--- src/verilog/flash_id_pkg.sv ---
// shared constants for the read-parameter and identification command block
package flash_id_pkg;
    // instruction codes
    localparam logic [7:0] CMD_READ            = 8'h03;
    localparam logic [7:0] CMD_SET_READ_PARAMS = 8'hc0;
    localparam logic [7:0] CMD_LEGACY_ID       = 8'hab;
    localparam logic [7:0] CMD_STD_ID          = 8'h9f;
    localparam logic [7:0] CMD_STD_ID_QUAD     = 8'haf;
    localparam logic [7:0] CMD_MAKER_DEV_ID    = 8'h90;

    // read register layout
    localparam int BURST_LSB = 0;
    localparam int WRAP_BIT  = 2;
    localparam int DRIVE_LSB = 5;
    localparam logic [2:0] DRIVE_HALF     = 3'h5;
    localparam logic [7:0] READ_REG_RESET = {DRIVE_HALF, 5'h00};

    // bytes following the instruction before output starts, minus one
    localparam logic [1:0] ADDR_BYTES_LAST = 2'h2;

    // serial shift counts: last count of a byte per edge width
    localparam logic [2:0] LAST_CNT_SINGLE = 3'h7;
    localparam logic [2:0] LAST_CNT_QUAD   = 3'h1;

    // register map, byte addresses
    localparam logic [3:0] OFS_CTRL     = 4'h0;
    localparam logic [3:0] OFS_PWRDN    = 4'h4;
    localparam logic [3:0] OFS_READ_REG = 4'h8;
    localparam int CTRL_QUAD_BIT = 0;
    localparam int CTRL_WIP_BIT  = 1;

    // output enable patterns
    localparam logic [3:0] OE_SINGLE = 4'h2;
    localparam logic [3:0] OE_QUAD   = 4'hf;

    // identification codes, values arbitrary
    localparam logic [7:0]  MAKER_CODE_DEF   = 8'h5a;
    localparam logic [7:0]  DEVICE_CODE_DEF  = 8'h3c;
    localparam logic [15:0] TYPE_CAP_CODE_DEF = 16'h2a41;

    typedef enum logic [1:0] {
        K_READ,
        K_LEGACY,
        K_STD,
        K_MD
    } cmd_kind_t;
endpackage

--- src/verilog/burst_addr_step.sv ---
// next read address, linear or wrapped within an aligned burst
`timescale 1ns/100ps
module burst_addr_step (
    input  wire logic [23:0] addr,
    input  wire logic        wrap_en,
    input  wire logic [1:0]  burst_size,
    output logic      [23:0] next_addr
);
    logic [23:0] mask;
    logic [23:0] inc;

    always_comb begin
        // burst of 8, 16, 32 or 64 bytes
        mask = 24'h000007;
        unique case (burst_size)
            2'h0: mask = 24'h000007;
            2'h1: mask = 24'h00000f;
            2'h2: mask = 24'h00001f;
            2'h3: mask = 24'h00003f;
        endcase
        inc = addr + 24'h000001;
        if (wrap_en) begin
            // upper bits held, low bits roll over inside the burst
            next_addr = (addr & ~mask) | (inc & mask); // see R5
        end else begin
            next_addr = inc;
        end
    end
endmodule

--- src/verilog/flash_read_params_and_id.sv ---
// serial flash command block: read parameters, wrapped reads, identification reads
//
// Overview of operation
// three-bit drive strength set only by parameter command
// drive strength resets to half drive
// wrap enable and two-bit burst size held
// linear reads step address by one
// wrapped reads roll over inside burst boundary
// wrapped read runs until chip enable rises
// parameter byte 0-3 linear, 4-7 wrap
// wrap persists until cleared or reset
// all reads honour wrap setting
// legacy id takes three dummy bytes first
// legacy id repeats msb first until deselect
// standard id 9f, also af in quad
// standard id three bytes repeat cyclically
// host sends two dummies and address byte
// address bit zero picks first id byte
// maker and device bytes alternate until deselect
// legacy id releases power-down, ignored when busy
// quad mode carries nibbles, high first
// wrap boundary aligned to burst length
`timescale 1ns/100ps
module flash_read_params_and_id (
    input  wire logic        mclk,
    input  wire logic        rst_n,
    // serial link pins
    input  wire logic        ce_n,
    input  wire logic        sck,
    input  wire logic [3:0]  io_in,
    output logic      [3:0]  io_out,
    output logic      [3:0]  io_oe,
    output logic      [2:0]  drive_strength,
    // memory array read port
    output logic      [23:0] array_rd_addr,
    input  wire logic [7:0]  array_rd_data,
    // avalon-mm slave
    input  wire logic [3:0]  avs_address,
    input  wire logic        avs_read,
    input  wire logic        avs_write,
    input  wire logic [31:0] avs_writedata,
    input  wire logic [3:0]  avs_byteenable,
    output logic      [31:0] avs_readdata,
    output logic             avs_waitrequest
);
    typedef enum logic [2:0] {
        ST_CMD,
        ST_ADDR,
        ST_SRP,
        ST_DATA,
        ST_IGNORE
    } link_state_t;

    link_state_t             state;
    flash_id_pkg::cmd_kind_t kind;

    logic        ce_s1, ce_s2;
    logic        sck_s1, sck_s2, sck_s3;
    logic [3:0]  io_s1, io_s2;
    logic        sck_rise, sck_fall, active;
    logic [7:0]  in_shift;
    logic [2:0]  in_cnt;
    logic [7:0]  new_byte;
    logic        byte_done;
    logic [1:0]  bytes_left;
    logic        md_a0;
    logic [7:0]  read_reg;
    logic        power_down;
    logic        quad_mode;
    logic        write_in_progress_flag;
    logic [7:0]  out_shift;
    logic [2:0]  out_cnt;
    logic [1:0]  out_idx;
    logic [7:0]  next_out;
    logic [7:0]  byte_now;
    logic        out_last;
    logic        out_edge;
    logic        adv_byte;
    logic        adv_read;
    logic [23:0] step_addr;
    logic        access;
    logic        sw_pd_set;
    logic        pd_release;

    // true when the shift count has reached the last edge of a byte
    function automatic logic at_last(input logic quad, input logic [2:0] cnt);
        at_last = quad ? (cnt == flash_id_pkg::LAST_CNT_QUAD)
                       : (cnt == flash_id_pkg::LAST_CNT_SINGLE);
    endfunction

    function automatic logic reg_hit(input logic [3:0] addr, input logic [3:0] ofs);
        reg_hit = (addr == ofs);
    endfunction

    // pin synchronisers; first stages feed only the second stages
    always_ff @(posedge mclk) begin
        if (!rst_n) begin
            ce_s1  <= 1'b1;
            ce_s2  <= 1'b1;
            sck_s1 <= 1'b0;
            sck_s2 <= 1'b0;
            sck_s3 <= 1'b0;
            io_s1  <= 4'h0;
            io_s2  <= 4'h0;
        end else begin
            ce_s1  <= ce_n;
            ce_s2  <= ce_s1;
            sck_s1 <= sck;
            sck_s2 <= sck_s1;
            sck_s3 <= sck_s2;
            io_s1  <= io_in;
            io_s2  <= io_s1;
        end
    end

    assign active    = ~ce_s2;
    assign sck_rise  = active & sck_s2 & ~sck_s3;
    assign sck_fall  = active & ~sck_s2 & sck_s3;
    // quad takes a nibble per edge, high nibble first
    assign new_byte  = quad_mode ? {in_shift[3:0], io_s2}
                                 : {in_shift[6:0], io_s2[0]};
    assign byte_done = sck_rise && (state != ST_DATA) && at_last(quad_mode, in_cnt);

    // input shifter, sampled on rising serial clock
    always_ff @(posedge mclk) begin
        if (!rst_n || ce_s2) begin
            in_shift <= 8'h00;
            in_cnt   <= 3'h0;
        end else if (sck_rise && state != ST_DATA) begin
            in_shift <= new_byte;
            in_cnt   <= at_last(quad_mode, in_cnt) ? 3'h0 : in_cnt + 3'h1;
        end
    end

    // command sequencer
    always_ff @(posedge mclk) begin
        if (!rst_n || ce_s2) begin
            state      <= ST_CMD; // see R6
            kind       <= flash_id_pkg::K_READ;
            bytes_left <= 2'h0;
            md_a0      <= 1'b0;
        end else if (byte_done) begin
            unique case (state)
                ST_CMD: begin
                    bytes_left <= flash_id_pkg::ADDR_BYTES_LAST;
                    if (power_down && new_byte != flash_id_pkg::CMD_LEGACY_ID) begin
                        state <= ST_IGNORE;
                    end else if (new_byte == flash_id_pkg::CMD_READ) begin
                        kind  <= flash_id_pkg::K_READ;
                        state <= ST_ADDR;
                    end else if (new_byte == flash_id_pkg::CMD_SET_READ_PARAMS) begin
                        state <= ST_SRP;
                    end else if (new_byte == flash_id_pkg::CMD_LEGACY_ID) begin
                        kind  <= flash_id_pkg::K_LEGACY;
                        state <= write_in_progress_flag ? ST_IGNORE : ST_ADDR;
                    end else if (new_byte == flash_id_pkg::CMD_STD_ID ||
                                 (quad_mode && new_byte == flash_id_pkg::CMD_STD_ID_QUAD)) begin
                        kind  <= flash_id_pkg::K_STD;
                        state <= ST_DATA;
                    end else if (new_byte == flash_id_pkg::CMD_MAKER_DEV_ID) begin
                        kind  <= flash_id_pkg::K_MD;
                        state <= ST_ADDR;
                    end else begin
                        state <= ST_IGNORE;
                    end
                end
                ST_ADDR: begin
                    bytes_left <= bytes_left - 2'h1;
                    md_a0      <= new_byte[0];
                    if (bytes_left == 2'h0) begin
                        state <= ST_DATA;
                    end
                end
                ST_SRP: begin
                    state <= ST_IGNORE;
                end
                ST_DATA: begin
                    state <= ST_DATA;
                end
                ST_IGNORE: begin
                    state <= ST_IGNORE;
                end
            endcase
        end
    end

    // volatile read register
    always_ff @(posedge mclk) begin
        if (!rst_n) begin
            read_reg <= flash_id_pkg::READ_REG_RESET; // see R2
        end else if (byte_done && state == ST_SRP) begin
            read_reg <= new_byte; // see R1 see R3 see R7
        end
    end

    assign drive_strength = read_reg[flash_id_pkg::DRIVE_LSB +: 3];

    // deep power-down; a software entry wins over a same-cycle release
    assign pd_release = byte_done && state == ST_CMD && !write_in_progress_flag &&
                        new_byte == flash_id_pkg::CMD_LEGACY_ID;

    always_ff @(posedge mclk) begin
        if (!rst_n) begin
            power_down <= 1'b0;
        end else if (sw_pd_set) begin
            power_down <= 1'b1;
        end else if (pd_release) begin
            power_down <= 1'b0;
        end
    end

    // output byte selection
    always_comb begin
        next_out = array_rd_data;
        unique case (kind)
            flash_id_pkg::K_READ:   next_out = array_rd_data;
            flash_id_pkg::K_LEGACY: next_out = flash_id_pkg::DEVICE_CODE_DEF;
            flash_id_pkg::K_STD: begin
                if (out_idx == 2'h0) begin
                    next_out = flash_id_pkg::MAKER_CODE_DEF;
                end else if (out_idx == 2'h1) begin
                    next_out = flash_id_pkg::TYPE_CAP_CODE_DEF[15:8];
                end else begin
                    next_out = flash_id_pkg::TYPE_CAP_CODE_DEF[7:0];
                end
            end
            flash_id_pkg::K_MD: begin
                next_out = (out_idx[0] ^ md_a0) ? flash_id_pkg::DEVICE_CODE_DEF
                                                : flash_id_pkg::MAKER_CODE_DEF;
            end
        endcase
    end

    assign byte_now = (out_cnt == 3'h0) ? next_out : out_shift;
    assign out_last = at_last(quad_mode, out_cnt);
    assign out_edge = sck_fall && state == ST_DATA;
    assign adv_byte = out_edge && out_last;
    assign adv_read = adv_byte && kind == flash_id_pkg::K_READ;

    // output shifter, driven on falling serial clock, msb first
    always_ff @(posedge mclk) begin
        if (!rst_n || ce_s2) begin
            io_out    <= 4'h0;
            io_oe     <= 4'h0;
            out_shift <= 8'h00;
            out_cnt   <= 3'h0;
        end else if (out_edge) begin
            if (quad_mode) begin
                io_out    <= byte_now[7:4];
                io_oe     <= flash_id_pkg::OE_QUAD;
                out_shift <= {byte_now[3:0], 4'h0};
            end else begin
                io_out    <= {2'h0, byte_now[7], 1'b0};
                io_oe     <= flash_id_pkg::OE_SINGLE;
                out_shift <= {byte_now[6:0], 1'b0};
            end
            out_cnt <= out_last ? 3'h0 : out_cnt + 3'h1;
        end
    end

    // byte index for the repeating identification sequences
    always_ff @(posedge mclk) begin
        if (!rst_n || ce_s2) begin
            out_idx <= 2'h0;
        end else if (adv_byte) begin
            if (kind == flash_id_pkg::K_STD) begin
                out_idx <= (out_idx == 2'h2) ? 2'h0 : out_idx + 2'h1;
            end else begin
                out_idx <= {1'b0, ~out_idx[0]};
            end
        end
    end

    burst_addr_step u_step (
        .addr       (array_rd_addr),
        .wrap_en    (read_reg[flash_id_pkg::WRAP_BIT]),
        .burst_size (read_reg[flash_id_pkg::BURST_LSB +: 2]),
        .next_addr  (step_addr)
    );

    // read address: assembled from address bytes, then stepped per byte
    always_ff @(posedge mclk) begin
        if (!rst_n) begin
            array_rd_addr <= 24'h000000;
        end else if (byte_done && state == ST_ADDR) begin
            array_rd_addr <= {array_rd_addr[15:0], new_byte};
        end else if (adv_read) begin
            array_rd_addr <= step_addr; // see R4 see R5
        end
    end

    // avalon-mm slave: one wait cycle per access
    assign access    = (avs_read || avs_write) && !avs_waitrequest;
    assign sw_pd_set = access && avs_write && avs_byteenable[0] && avs_writedata[0] &&
                       reg_hit(avs_address, flash_id_pkg::OFS_PWRDN);

    always_ff @(posedge mclk) begin
        if (!rst_n) begin
            avs_waitrequest <= 1'b1;
        end else begin
            avs_waitrequest <= !((avs_read || avs_write) && avs_waitrequest);
        end
    end

    always_ff @(posedge mclk) begin
        if (!rst_n) begin
            avs_readdata <= 32'h00000000;
        end else if (avs_read && avs_waitrequest) begin
            if (reg_hit(avs_address, flash_id_pkg::OFS_CTRL)) begin
                avs_readdata <= {30'h0, write_in_progress_flag, quad_mode};
            end else if (reg_hit(avs_address, flash_id_pkg::OFS_PWRDN)) begin
                avs_readdata <= {31'h0, power_down};
            end else if (reg_hit(avs_address, flash_id_pkg::OFS_READ_REG)) begin
                avs_readdata <= {24'h0, read_reg};
            end else begin
                avs_readdata <= 32'h00000000;
            end
        end
    end

    // control bits; changing quad mode mid-frame corrupts that frame
    always_ff @(posedge mclk) begin
        if (!rst_n) begin
            quad_mode              <= 1'b0;
            write_in_progress_flag <= 1'b0;
        end else if (access && avs_write && avs_byteenable[0] &&
                     reg_hit(avs_address, flash_id_pkg::OFS_CTRL)) begin
            quad_mode              <= avs_writedata[flash_id_pkg::CTRL_QUAD_BIT];
            write_in_progress_flag <= avs_writedata[flash_id_pkg::CTRL_WIP_BIT];
        end
    end
endmodule

--- config.mk ---
export PLATFORM = sky130hd
export DESIGN_NAME = flash_read_params_and_id
export DESIGN_NICKNAME = d
export VERILOG_FILES = /design/src/verilog/flash_id_pkg.sv /design/src/verilog/burst_addr_step.sv /design/src/verilog/flash_read_params_and_id.sv
export SDC_FILE = /design/constraint.sdc
export NUM_CORES = 1
export LEC_CHECK = 0
export ABC_AREA = 1
export BUFFER_PORTS_ARGS = -buffer_cell sky130_fd_sc_hd__buf_2
export CORE_ASPECT_RATIO = 1.2
export CORE_MARGIN = 2
export CORE_UTILIZATION = 39
export DETAILED_ROUTE_END_ITERATION = 10
export PLACE_DENSITY = 0.61
export SLEW_MARGIN = 20
export SYNTH_ARGS = -nofsm -noshare
export SYNTH_HDL_FRONTEND = slang
export SYNTH_SLANG_ARGS = --single-unit
--- constraint.sdc ---
create_clock -name mclk -period 1.9 [get_ports mclk]
set_input_delay 0.19 -clock mclk [delete_from_list [all_inputs] [get_ports mclk]]
set_output_delay 0.19 -clock mclk [all_outputs]
set_load 0.05 [all_outputs]
# After elaboration in Yosys (flattened, before gate mapping)
# Index checks and enable logic that the tools add are counted.
# Widths: inputs -> output; s select.
# word_totals
register_bits	120
word_cells	154
# classes
n_addsub	5
n_eq_ne	28
mux	39
n_bitwise	14
reduce_logical	43
# op_table
op	n
$pmux 24 s4	1
$mux 24	3
$and 24x24->24	2
$mux 8	6
$eq 8x8->1 const B	5
$pmux 8 s4	1
$mux 3	10
$add 24x1->24 const B	1
$not 24->24	1
$or 24x24->24	1
$mux 7	3
$logic_and 1x1->1	20
$mux 2	7
$pmux 3 s4	1
$eq 2x2->1 const B	5
$eq 3x1->1 const B	3
$eq 3x3->1 const B	3
$eq 8x2->1 const B	1
$logic_not 2->1	4
$mux 4	2
$ne 8x8->1 const B	1
$add 3x1->3 const B	2
$eq 2x1->1 const B	3
$eq 3x2->1 const B	2
20 further kinds	41

# Logic depth before layout (Yosys ltp)
# Gate-level depths: netlist (run 1).
# logic_depth
word_depth	10
depth_mapped	15

# Modules after synthesis
# Synthesis (run 1) repeated with hierarchy kept, for this count alone.
# unflattened
hier_cells	779
hier_area_um2	5295.1
# by_module_without_submodules
module	instances	cells_per_inst	area_per_inst_um2	seq_area_each_um2
flash_read_params_and_id	1	653	4605.7	1861.8
burst_addr_step	1	126	689.4	0.0

# Least setup slack after synthesis (run 1)
# Ideal clock, no wire load.
# synth_path
kind	register to register
from	register array_rd_addr[0]
to	register array_rd_addr[10]
setup_time_ps	70
t_arrival_ps	1942
setup_slack_ps	-112
stages_incl_launch_ff	10
path_cell_list	dfxtp_1 -> ha_1 -> nand2_1 -> nor2_1 -> nand2_1 -> o21ai_0 -> nand4_1 -> o21ai_0 -> nand2_1 -> a21oi_1
# synth_between
elab_chain_cells	6
# synth_lines
item	line_no	rtl
from (decl)	flash_read_params_and_id.sv:35	output logic [23:0] array_rd_addr,
from (signal assigned)	flash_read_params_and_id.sv:286	array_rd_addr <= {array_rd_addr[15:0], new_byte};
from (signal assigned)	flash_read_params_and_id.sv:288	array_rd_addr <= step_addr;
$add 24x1->24 *	burst_addr_step.sv:21	inc = addr + 24'h000001;
$and 24x24->24	burst_addr_step.sv:24	next_addr = (addr & ~mask) | (inc & mask);
$or 24x24->24	burst_addr_step.sv:24	
$mux 24 *	burst_addr_step.sv:22	if (wrap_en) begin
$mux 24 *	flash_read_params_and_id.sv:287	end else if (adv_read) begin
$mux 24 *	flash_read_params_and_id.sv:285	end else if (byte_done && state == ST_ADDR) begin
# Every way passes the cells marked *; elsewhere a longest branch is shown, timed or not. The select of a mux whose other input is x is not followed.
# A chain may end at the register's enable or synchronous reset.

# Final worst setup path (run 1)
# layout_path
from	register quad_mode
to	register array_rd_addr[22]
# layout_between
elab_chain_cells	4
word_cells_on_any_way	8
cone_classes	mux (3); reduce/logical (5)
# layout_lines
item	line_no	rtl
from (decl)	flash_read_params_and_id.sv:69	logic quad_mode;
from (signal assigned)	flash_read_params_and_id.sv:328	quad_mode <= avs_writedata[flash_id_pkg::CTRL_QUAD_BIT];
$mux 1	flash_read_params_and_id.sv:87	at_last = quad ? (cnt == flash_id_pkg::LAST_CNT_QUAD)
$logic_and 1x1->1 (on tied branches)	flash_read_params_and_id.sv:122, flash_read_params_and_id.sv:237	
$logic_and 1x1->1 (on tied branches)	flash_read_params_and_id.sv:285, flash_read_params_and_id.sv:238	
$mux 24 or $reduce_bool 2->1 (tied branches)	n/a	
# Several ways; a longest one is shown, not always the timed one.

==> impl_metrics.yaml, run 1 <==
floorplanning:
  start_util: 0.3961
  io-pin-count: 126
  coreArea_sq_um: 13120
  die_h_um: 130.5
  num_rows: 46
  dieArea_sq_um: 14270
  die_x_um: 109.4
synthesis:
  ys_async_sr_fraction: 0
  synth_edf_count: 0
  syn_inst: 783
  synth_seq_area_share: 0.3582
  yosys_warnings: 0
  avgSynthCellArea_sq_um: 6.638
  synthFlopType: "dfxtp_1"
  synth_area_sq_um: 5197
  synth_cell_types: 45
  synth_seq_cells: 93
grt:
  grt_pass1_wl_um: 22510
  grt_pass1_vias: 4759
  grtUsageTotal: 0.2023
  grt_max_degree: 48
  overflow: 0
  antenna_found_initial: 0
run:
  cap_violations: 0
clock_network:
  clk_pin_slew_ps: 60
  cts_tree: "yes"
  clockRootBuffer: "clkbuf_16"
  cts_buffer_depth: 2
  clk_latency_ps: 350
  ctsHoldBuffers: 0
  numCtsBuffers: 9
  cts.sinks: 93
  htreeDepth: 3
setup_path:
  worstSetupPathType: "flop to flop"
  end_kind: "flop"
  crit_required_ps: 2190
  critPathMaxFanout: 6
  cp-start-kind: "flop"
  cp.arrival_ps: 2080
routing:
  detail-route-antenna-nets: 0
  wl_per_cell_um: 13.16
  drt-initial-drc-count: 315
  wirelength_um: 14280
  drcViolationCount: 0
  dr.pass1.iters: 7
  num_vias: 5263
  vias_per_cell: 4.851
power:
  p_leak_nw: 3.051
  peakVddDrop_v: 0.0004812
  power.density_nw_per_um2: 619.6
timing:
  slew_violations: 0
  clock_skew_ps: 6.730
  worstMarginPinSlew_ps: 549.5
  rsz0062_at_grt: "true"
  slew_headroom: 0.6333
  timing_hold_violations_final: 0
  fmax_mhz: 559.0
  setup_viol: 0
  period_share: 0.9415
  fin_crit_ps: 1789
  fin_ws_ps: 111.2
place:
  dpl_cell_area_sq_um: 6093
  routabilityCongestion: 0.9583
  dp_slack_ps: -52.65
  dpl.hpwl_um: 10790
  io_buffers: 68
layout:
  syn2layout_area_growth_pct: 24.77
  finish.utilization: 0.4942
  antenna_cells: 0
  nets: 975
  largest_reg_flops: 21
  drive_gt1_frac: 0.2268
  final_cell_area_sq_um: 6485
outcome:
  status: "finished, final reports clean"
hold_path:
  holdCritPathClass: "input pin to flop"
[final timing paths]
check | startpoint | to | slack, ps | cells after the start
setup / recovery | quad_mode$_SDFFE_PN0P_ | array_rd_addr[22]$_SDFFE_PN0P_ | 110 | 11
hold / removal | io_in[3] | io_s1[3]$_SDFF_PN0_ | 20 | 3
setup reg to reg | quad_mode$_SDFFE_PN0P_ | array_rd_addr[22]$_SDFFE_PN0P_ | 110 | 11
hold reg to reg | io_s1[2]$_SDFF_PN0_ | io_s2[2]$_SDFF_PN0_ | 410 | 2
[cell usage after synthesis, types with 2 or more instances]
cell type    n  area, sq um
buf_6        5        56.30
o21ai_0     58        290.3
nor3_1      13        65.06
nand3b_1     2        15.01
o211ai_1     5        37.54
o21ai_2      2        17.52
xor2_1       5        43.79
nand2_2      4        25.02
clkbuf_1    11        41.29
nor2_4       3        33.78
nand4_1     26        162.7
nand3_1     24        120.1
inv_1      107        401.6
a221oi_1     2        17.52
a31oi_1      2        12.51
o21ai_1     20        100.1
a21oi_2      2        17.52
inv_2        4        15.01
xnor2_1      2        17.52
ha_1         5        62.56
buf_2        4        20.02
dfxtp_1     93         1862
or2_2        5        31.28
a21oi_1     60        300.3
nor2_1      75        281.5
nand2_1    186        698.2
o22ai_1      4        25.02
nor2_2       3        18.77
a22oi_1      6        45.04
nor3b_1      2        15.01
buf_4       29        217.7
[power breakdown]
part / total (mW) / internal (mW) / switching, mW / leakage [nW]
clock: 1.74 / 0.958 / 0.781 / 0.132
sequential: 1.99 / 1.97 / 0.0129 / 0.755
combinational: 0.293 / 0.0599 / 0.233 / 2.16
total: 4.02 / 2.99 / 1.03 / 3.05
[cell families (layout without fill, tap and decap cells)]
kind of cell | Yosys count | count (layout) | share of synthesized area
AOI/OAI and AO/OA | 166 | 166 | 0.1755
xor gates and xnor gates | 7 | 7 | 0.01180
adders and majority gates | 5 | 5 | 0.01204
buffers and inverters | 163 | 274 | 0.1471
DFF | 93 | 93 | 0.3582
other | 1 | 24 | 0.0007215
and+or+nand+nor | 348 | 348 | 0.2947
[layout make-up]
class | count | area, sq um
fill | 1395 | 6638
clock buffer | 13 | 260.3
multi-input combinational | 550 | 2729
sequential | 93 | 1868
clock inverter | 3 | 20.02
inverter | 112 | 422.9
timing repair buffer | 146 | 974.7
tap | 168 | 210.2
[worst max-delay path, cell delays in order, from the launching register on]
cell	delay (ps)
dfxtp_4	380
buf_4	150
o21ai_1	170
buf_4	140
nand3_2	110
nor2_4	130
nand2_4	90
buf_12	150
buf_4	130
o21ai_1	100
inv_1	50
a21oi_1	110
[through the flow]
stage / total power [mW] / std cells / hold WS [ps] / TNS, ps
final: 4.018 / 1085 / 16.81 / 0
after global routing: 4.155 / 1085 / 14.38 / -119.7
after CTS: 4.062 / 1082 / 0.1163 / 0
after detailed placement: 2.323 / 1066 / 374.2 / -453.2
after global placement: 2.321 / 1066 / 372.3 / -292.1
after floorplan: 2.293 / 806 / 287.6 / 0
[cell usage in the layout, fill, tap and decap left out, types with 3 or more instances in the layout]
cell type / n
nand2_1: 181
inv_1: 107
dfxtp_1: 90
buf_4: 72
nor2_1: 70
buf_2: 68
a21oi_1: 59
o21ai_0: 54
nand4_1: 26
conb_1: 24
nand3_1: 23
o21ai_1: 22
nor3_1: 11
clkbuf_16: 9
nand2_2: 7
nor2_2: 6
a22oi_1: 6
nor2_4: 5
o211ai_1: 5
or2_2: 5
xor2_1: 5
ha_1: 5
inv_2: 4
o21ai_2: 4
o22ai_1: 4
nand2_4: 3
a21oi_2: 3
buf_12: 3
buf_6: 3
[what timing repair did]
| action | CTS | global route |
|---|---|---|
| endpoints found under the setup margin | 17 | 20 |
| pin swaps | 0 | 3 |
| gates resized for setup | 1 | 32 |
| buffers inserted | 0 | 3 |
[metal layers]
metal  global-route usage  up-vias  part of all wire
met5                    0        -                 0
met4              0.09531        0             0.029
met3              0.03571       30             0.040
met2               0.3526      127              0.50
met1               0.2395     2365              0.43
li1                     -     2741                 -
No activity file was read; power rests on OpenSTA's default activity.
==> inputs of run 2 (changes only) <==
--- a/config.mk
+++ b/config.mk
@@ -5,13 +5,13 @@
 export SDC_FILE = /design/constraint.sdc
 export NUM_CORES = 1
 export LEC_CHECK = 0
-export ABC_AREA = 1
+export ABC_CLOCK_PERIOD_IN_PS = 1900
 export BUFFER_PORTS_ARGS = -buffer_cell sky130_fd_sc_hd__buf_2
 export CORE_ASPECT_RATIO = 1.2
 export CORE_MARGIN = 2
 export CORE_UTILIZATION = 39
 export DETAILED_ROUTE_END_ITERATION = 10
-export PLACE_DENSITY = 0.61
+export PLACE_DENSITY = 0.62
 export SLEW_MARGIN = 20
 export SYNTH_ARGS = -nofsm -noshare
 export SYNTH_HDL_FRONTEND = slang
==> impl_metrics.yaml, run 2 <==
synthesis:
  synth_most_common_cell: "dfxtp_1"
  synthFlopType: "dfxtp_1"
  synth_area_sq_um: 4840
  synth_compound_area_frac: 0.1869
  ys_async_sr_fraction: 0
  avgSynthCellArea_sq_um: 8.231
  yosysTopAreaCell: "dfxtp_1"
  synth_seq_cells: 93
  synth_top_family_by_area: "simple AND/OR/NAND/NOR gates"
  synth_edf_count: 0
  syn_inst: 588
  synth_cell_types: 60
  synthAdderAreaFrac: 0.01293
  synth_seq_area_share: 0.3847
  synth_top_area_frac: 0.3847
  yosys_warnings: 0
  synth_xor_xnor_area_share: 0.04162
  synthSimpleGateAreaFrac: 0.2572
  synthMuxAreaShare: 0.03438
  synth_common_cells: "93 x dfxtp_1, 63 x nor2_1, 49 x nand2_1"
  ys_top_cells_by_area: "dfxtp_1 38%, nor2_1 4.9%, buf_4 4.8%"
outcome:
  violations: "setup timing"
  status: "complete, but fails checks"
setup_path:
  crit_path_cell_trace: "and3b_2 -> o2111ai_4 -> buf_4 -> or2_4 -> or3_1 -> and3_1 -> a211oi_2"
  critPathBufInv: 1
  end_kind: "flop"
  cp_slowest_cell: "dfxtp_4"
  timing.rr.start: "quad_mode$_SDFFE_PN0P_"
  cpLargestDelayFamily: "simple AND/OR/NAND/NOR gates"
  crit_path_max_incr_delay_ps: 370
  cp.arrival_ps: 2270
  crit_required_ps: 2170
  worstSetupPathType: "flop to flop"
  ff2ff_setup_slack_ps: -100
  critPathMaxFanout: 5
  ff2ff_path_depth: 7
  cp-start-kind: "flop"
layout:
  largest_reg_flops: 21
  nFillCells: 1101
  layout_commonest_cell: "buf_4"
  nets: 782
  syn2layout_area_growth_pct: 37.15
  final_cell_mix: "79 x buf_4, 73 x dfxtp_1, 68 x buf_2"
  finish.utilization: 0.5480
  layout.cells.non_filler: 885
  drive_gt1_frac: 0.3688
  antenna_cells: 0
place:
  routabilityCongestion: 0.8849
  dp_slack_ps: -212.7
  placed_cells: 852
  dpl.hpwl_um: 9597
  io_buffers: 68
timing:
  clock_skew_ps: 8.623
  fmax_mhz: 500.2
  timing_hold_violations_final: 0
  slew_violations: 0
  fin_crit_ps: 1999
  worstMarginPinSlew_ps: 513.2
  slew_headroom: 0.6570
  fin_ws_ps: -99.24
  hold-worst-slack_ps: 19.64
  rsz0062_at_grt: "true"
  fin_tns_setup_ps: -823.1
  setup_viol: 23
  period_share: 1.052
hold_path:
  holdCritPathClass: "input pin to flop"
  min_from: "ce_n"
  min_to: "ce_s1$_SDFF_PN1_"
  hold_depth: 2
routing:
  drcViolationCount: 0
  wirelength_um: 13840
  vias_per_cell: 5.303
  detail-route-antenna-nets: 0
  wl_per_cell_um: 15.64
  drt-initial-drc-count: 268
  num_vias: 4693
  dr.pass1.iters: 5
power:
  power.density_nw_per_um2: 621.0
  clockPowerShare: 0.466
  comb_power_share: 0.058
  p_int_mw: 3.116
  power_switching_mw: 1.006
  netSwitchingFraction: 0.2441
  p_leak_nw: 2.705
  peakVddDrop_v: 0.0003880
  power_frac_seq: 0.477
floorplanning:
  coreArea_sq_um: 12110
  io-pin-count: 126
  dieArea_sq_um: 13320
  start_util: 0.3996
  num_rows: 44
  die_h_um: 126.0
  die_x_um: 105.7
clock_network:
  numCtsBuffers: 9
  clk_latency_ps: 350
  htreeDepth: 3
  cts_tree: "yes"
  cts_buffer_depth: 2
  ctsHoldBuffers: 0
  cts.sinks: 93
  clockRootBuffer: "clkbuf_16"
  clk_pin_slew_ps: 70
grt:
  grt_pass1_vias: 4521
  grt_pass1_wl_um: 21810
  overflow: 0
  antenna_found_initial: 0
  grt_max_degree: 37
  grtUsageTotal: 0.2038
run:
  cap_violations: 0
## run 2: changes by cell type in the layout (fill, tap and decap cells not counted), moves of 17 or more
cell	previous run	this run
dfxtp_1	90	73
o21ai_0	54	18
a211oi_1	1	21
o21ai_1	22	4
a21oi_1	59	38
nand2_1	181	46
inv_1	107	12
## run 2: repair_timing
| action | 4_1_cts | 5_1_grt |
|---|---|---|
| gates resized for setup | 45 | 44 |
| pin swaps | 8 | 17 |
| setup buffers | 4 | 10 |
| setup endpoints to repair | 34 | 38 |
| gates cloned | 1 | 2 |
## run 2: logic make-up after synthesis
logic type / after synthesis
muxes: 16
other: 1
DFF: 93
buffers and inverters: 73
xor gates and xnor gates: 23
adders and majority gates: 5
AOI/OAI and AO/OA: 137
and+or+nand+nor: 240
## run 2: worst max-delay path by stage
stage,depth (start not counted),slack (ps),end,startpoint
after floorplan,9,-20,array_rd_addr[14]$_SDFFE_PN0P_,state[1]$_SDFFE_PP0P_
after global placement,8,-130,state[1]$_SDFFE_PP0P_,quad_mode$_SDFFE_PN0P_
after detailed placement,7,-210,kind[0]$_SDFFE_PP0P_,quad_mode$_SDFFE_PN0P_
after CTS,6,-40,kind[0]$_SDFFE_PP0P_,sck_s2$_SDFF_PN0_
after global routing,7,-220,array_rd_addr[17]$_SDFFE_PN0P_,quad_mode$_SDFFE_PN0P_
final,7,-100,flop,quad_mode$_SDFFE_PN0P_
## run 2: metrics by stage
step	cell area [sq um]	power, mW
final	6638	4.122
after global routing	6638	4.265
after CTS	6327	4.165
after detailed placement	5773	2.240
after global placement	5773	2.238
after floorplan	5044	2.218
## run 2: cell type report
type	instances	area (sq um)	share of cell area
well taps	161	201.4	0.03035
clock buffers	10	250.2	0.03770
repair buffers	157	1089	0.1640
multi-input cells	445	3080	0.4641
flip-flops and latches	93	1902	0.2865
inverters	13	48.80	0.007352
clock inverters	6	66.31	0.009991
## run 2: metal layers
layer | GRT usage | vias up | wire (um)
li1 | - | 2327 | -
met1 | 0.2439 | 2218 | 5924
met2 | 0.3548 | 117 | 7096
met3 | 0.03571 | 31 | 462
met4 | 0.09211 | 0 | 357
met5 | 0 | - | 0
## run 2: power groups by stage
stage | registers [mW] | logic (mW) | clock network (mW)
final | 1.96 | 0.238 | 1.92
after global routing | 1.97 | 0.255 | 2.05
after CTS | 1.96 | 0.235 | 1.97
after detailed placement | 2.01 | 0.231 | 0
after global placement | 2.01 | 0.229 | 0
after floorplan | 2.02 | 0.202 | 0
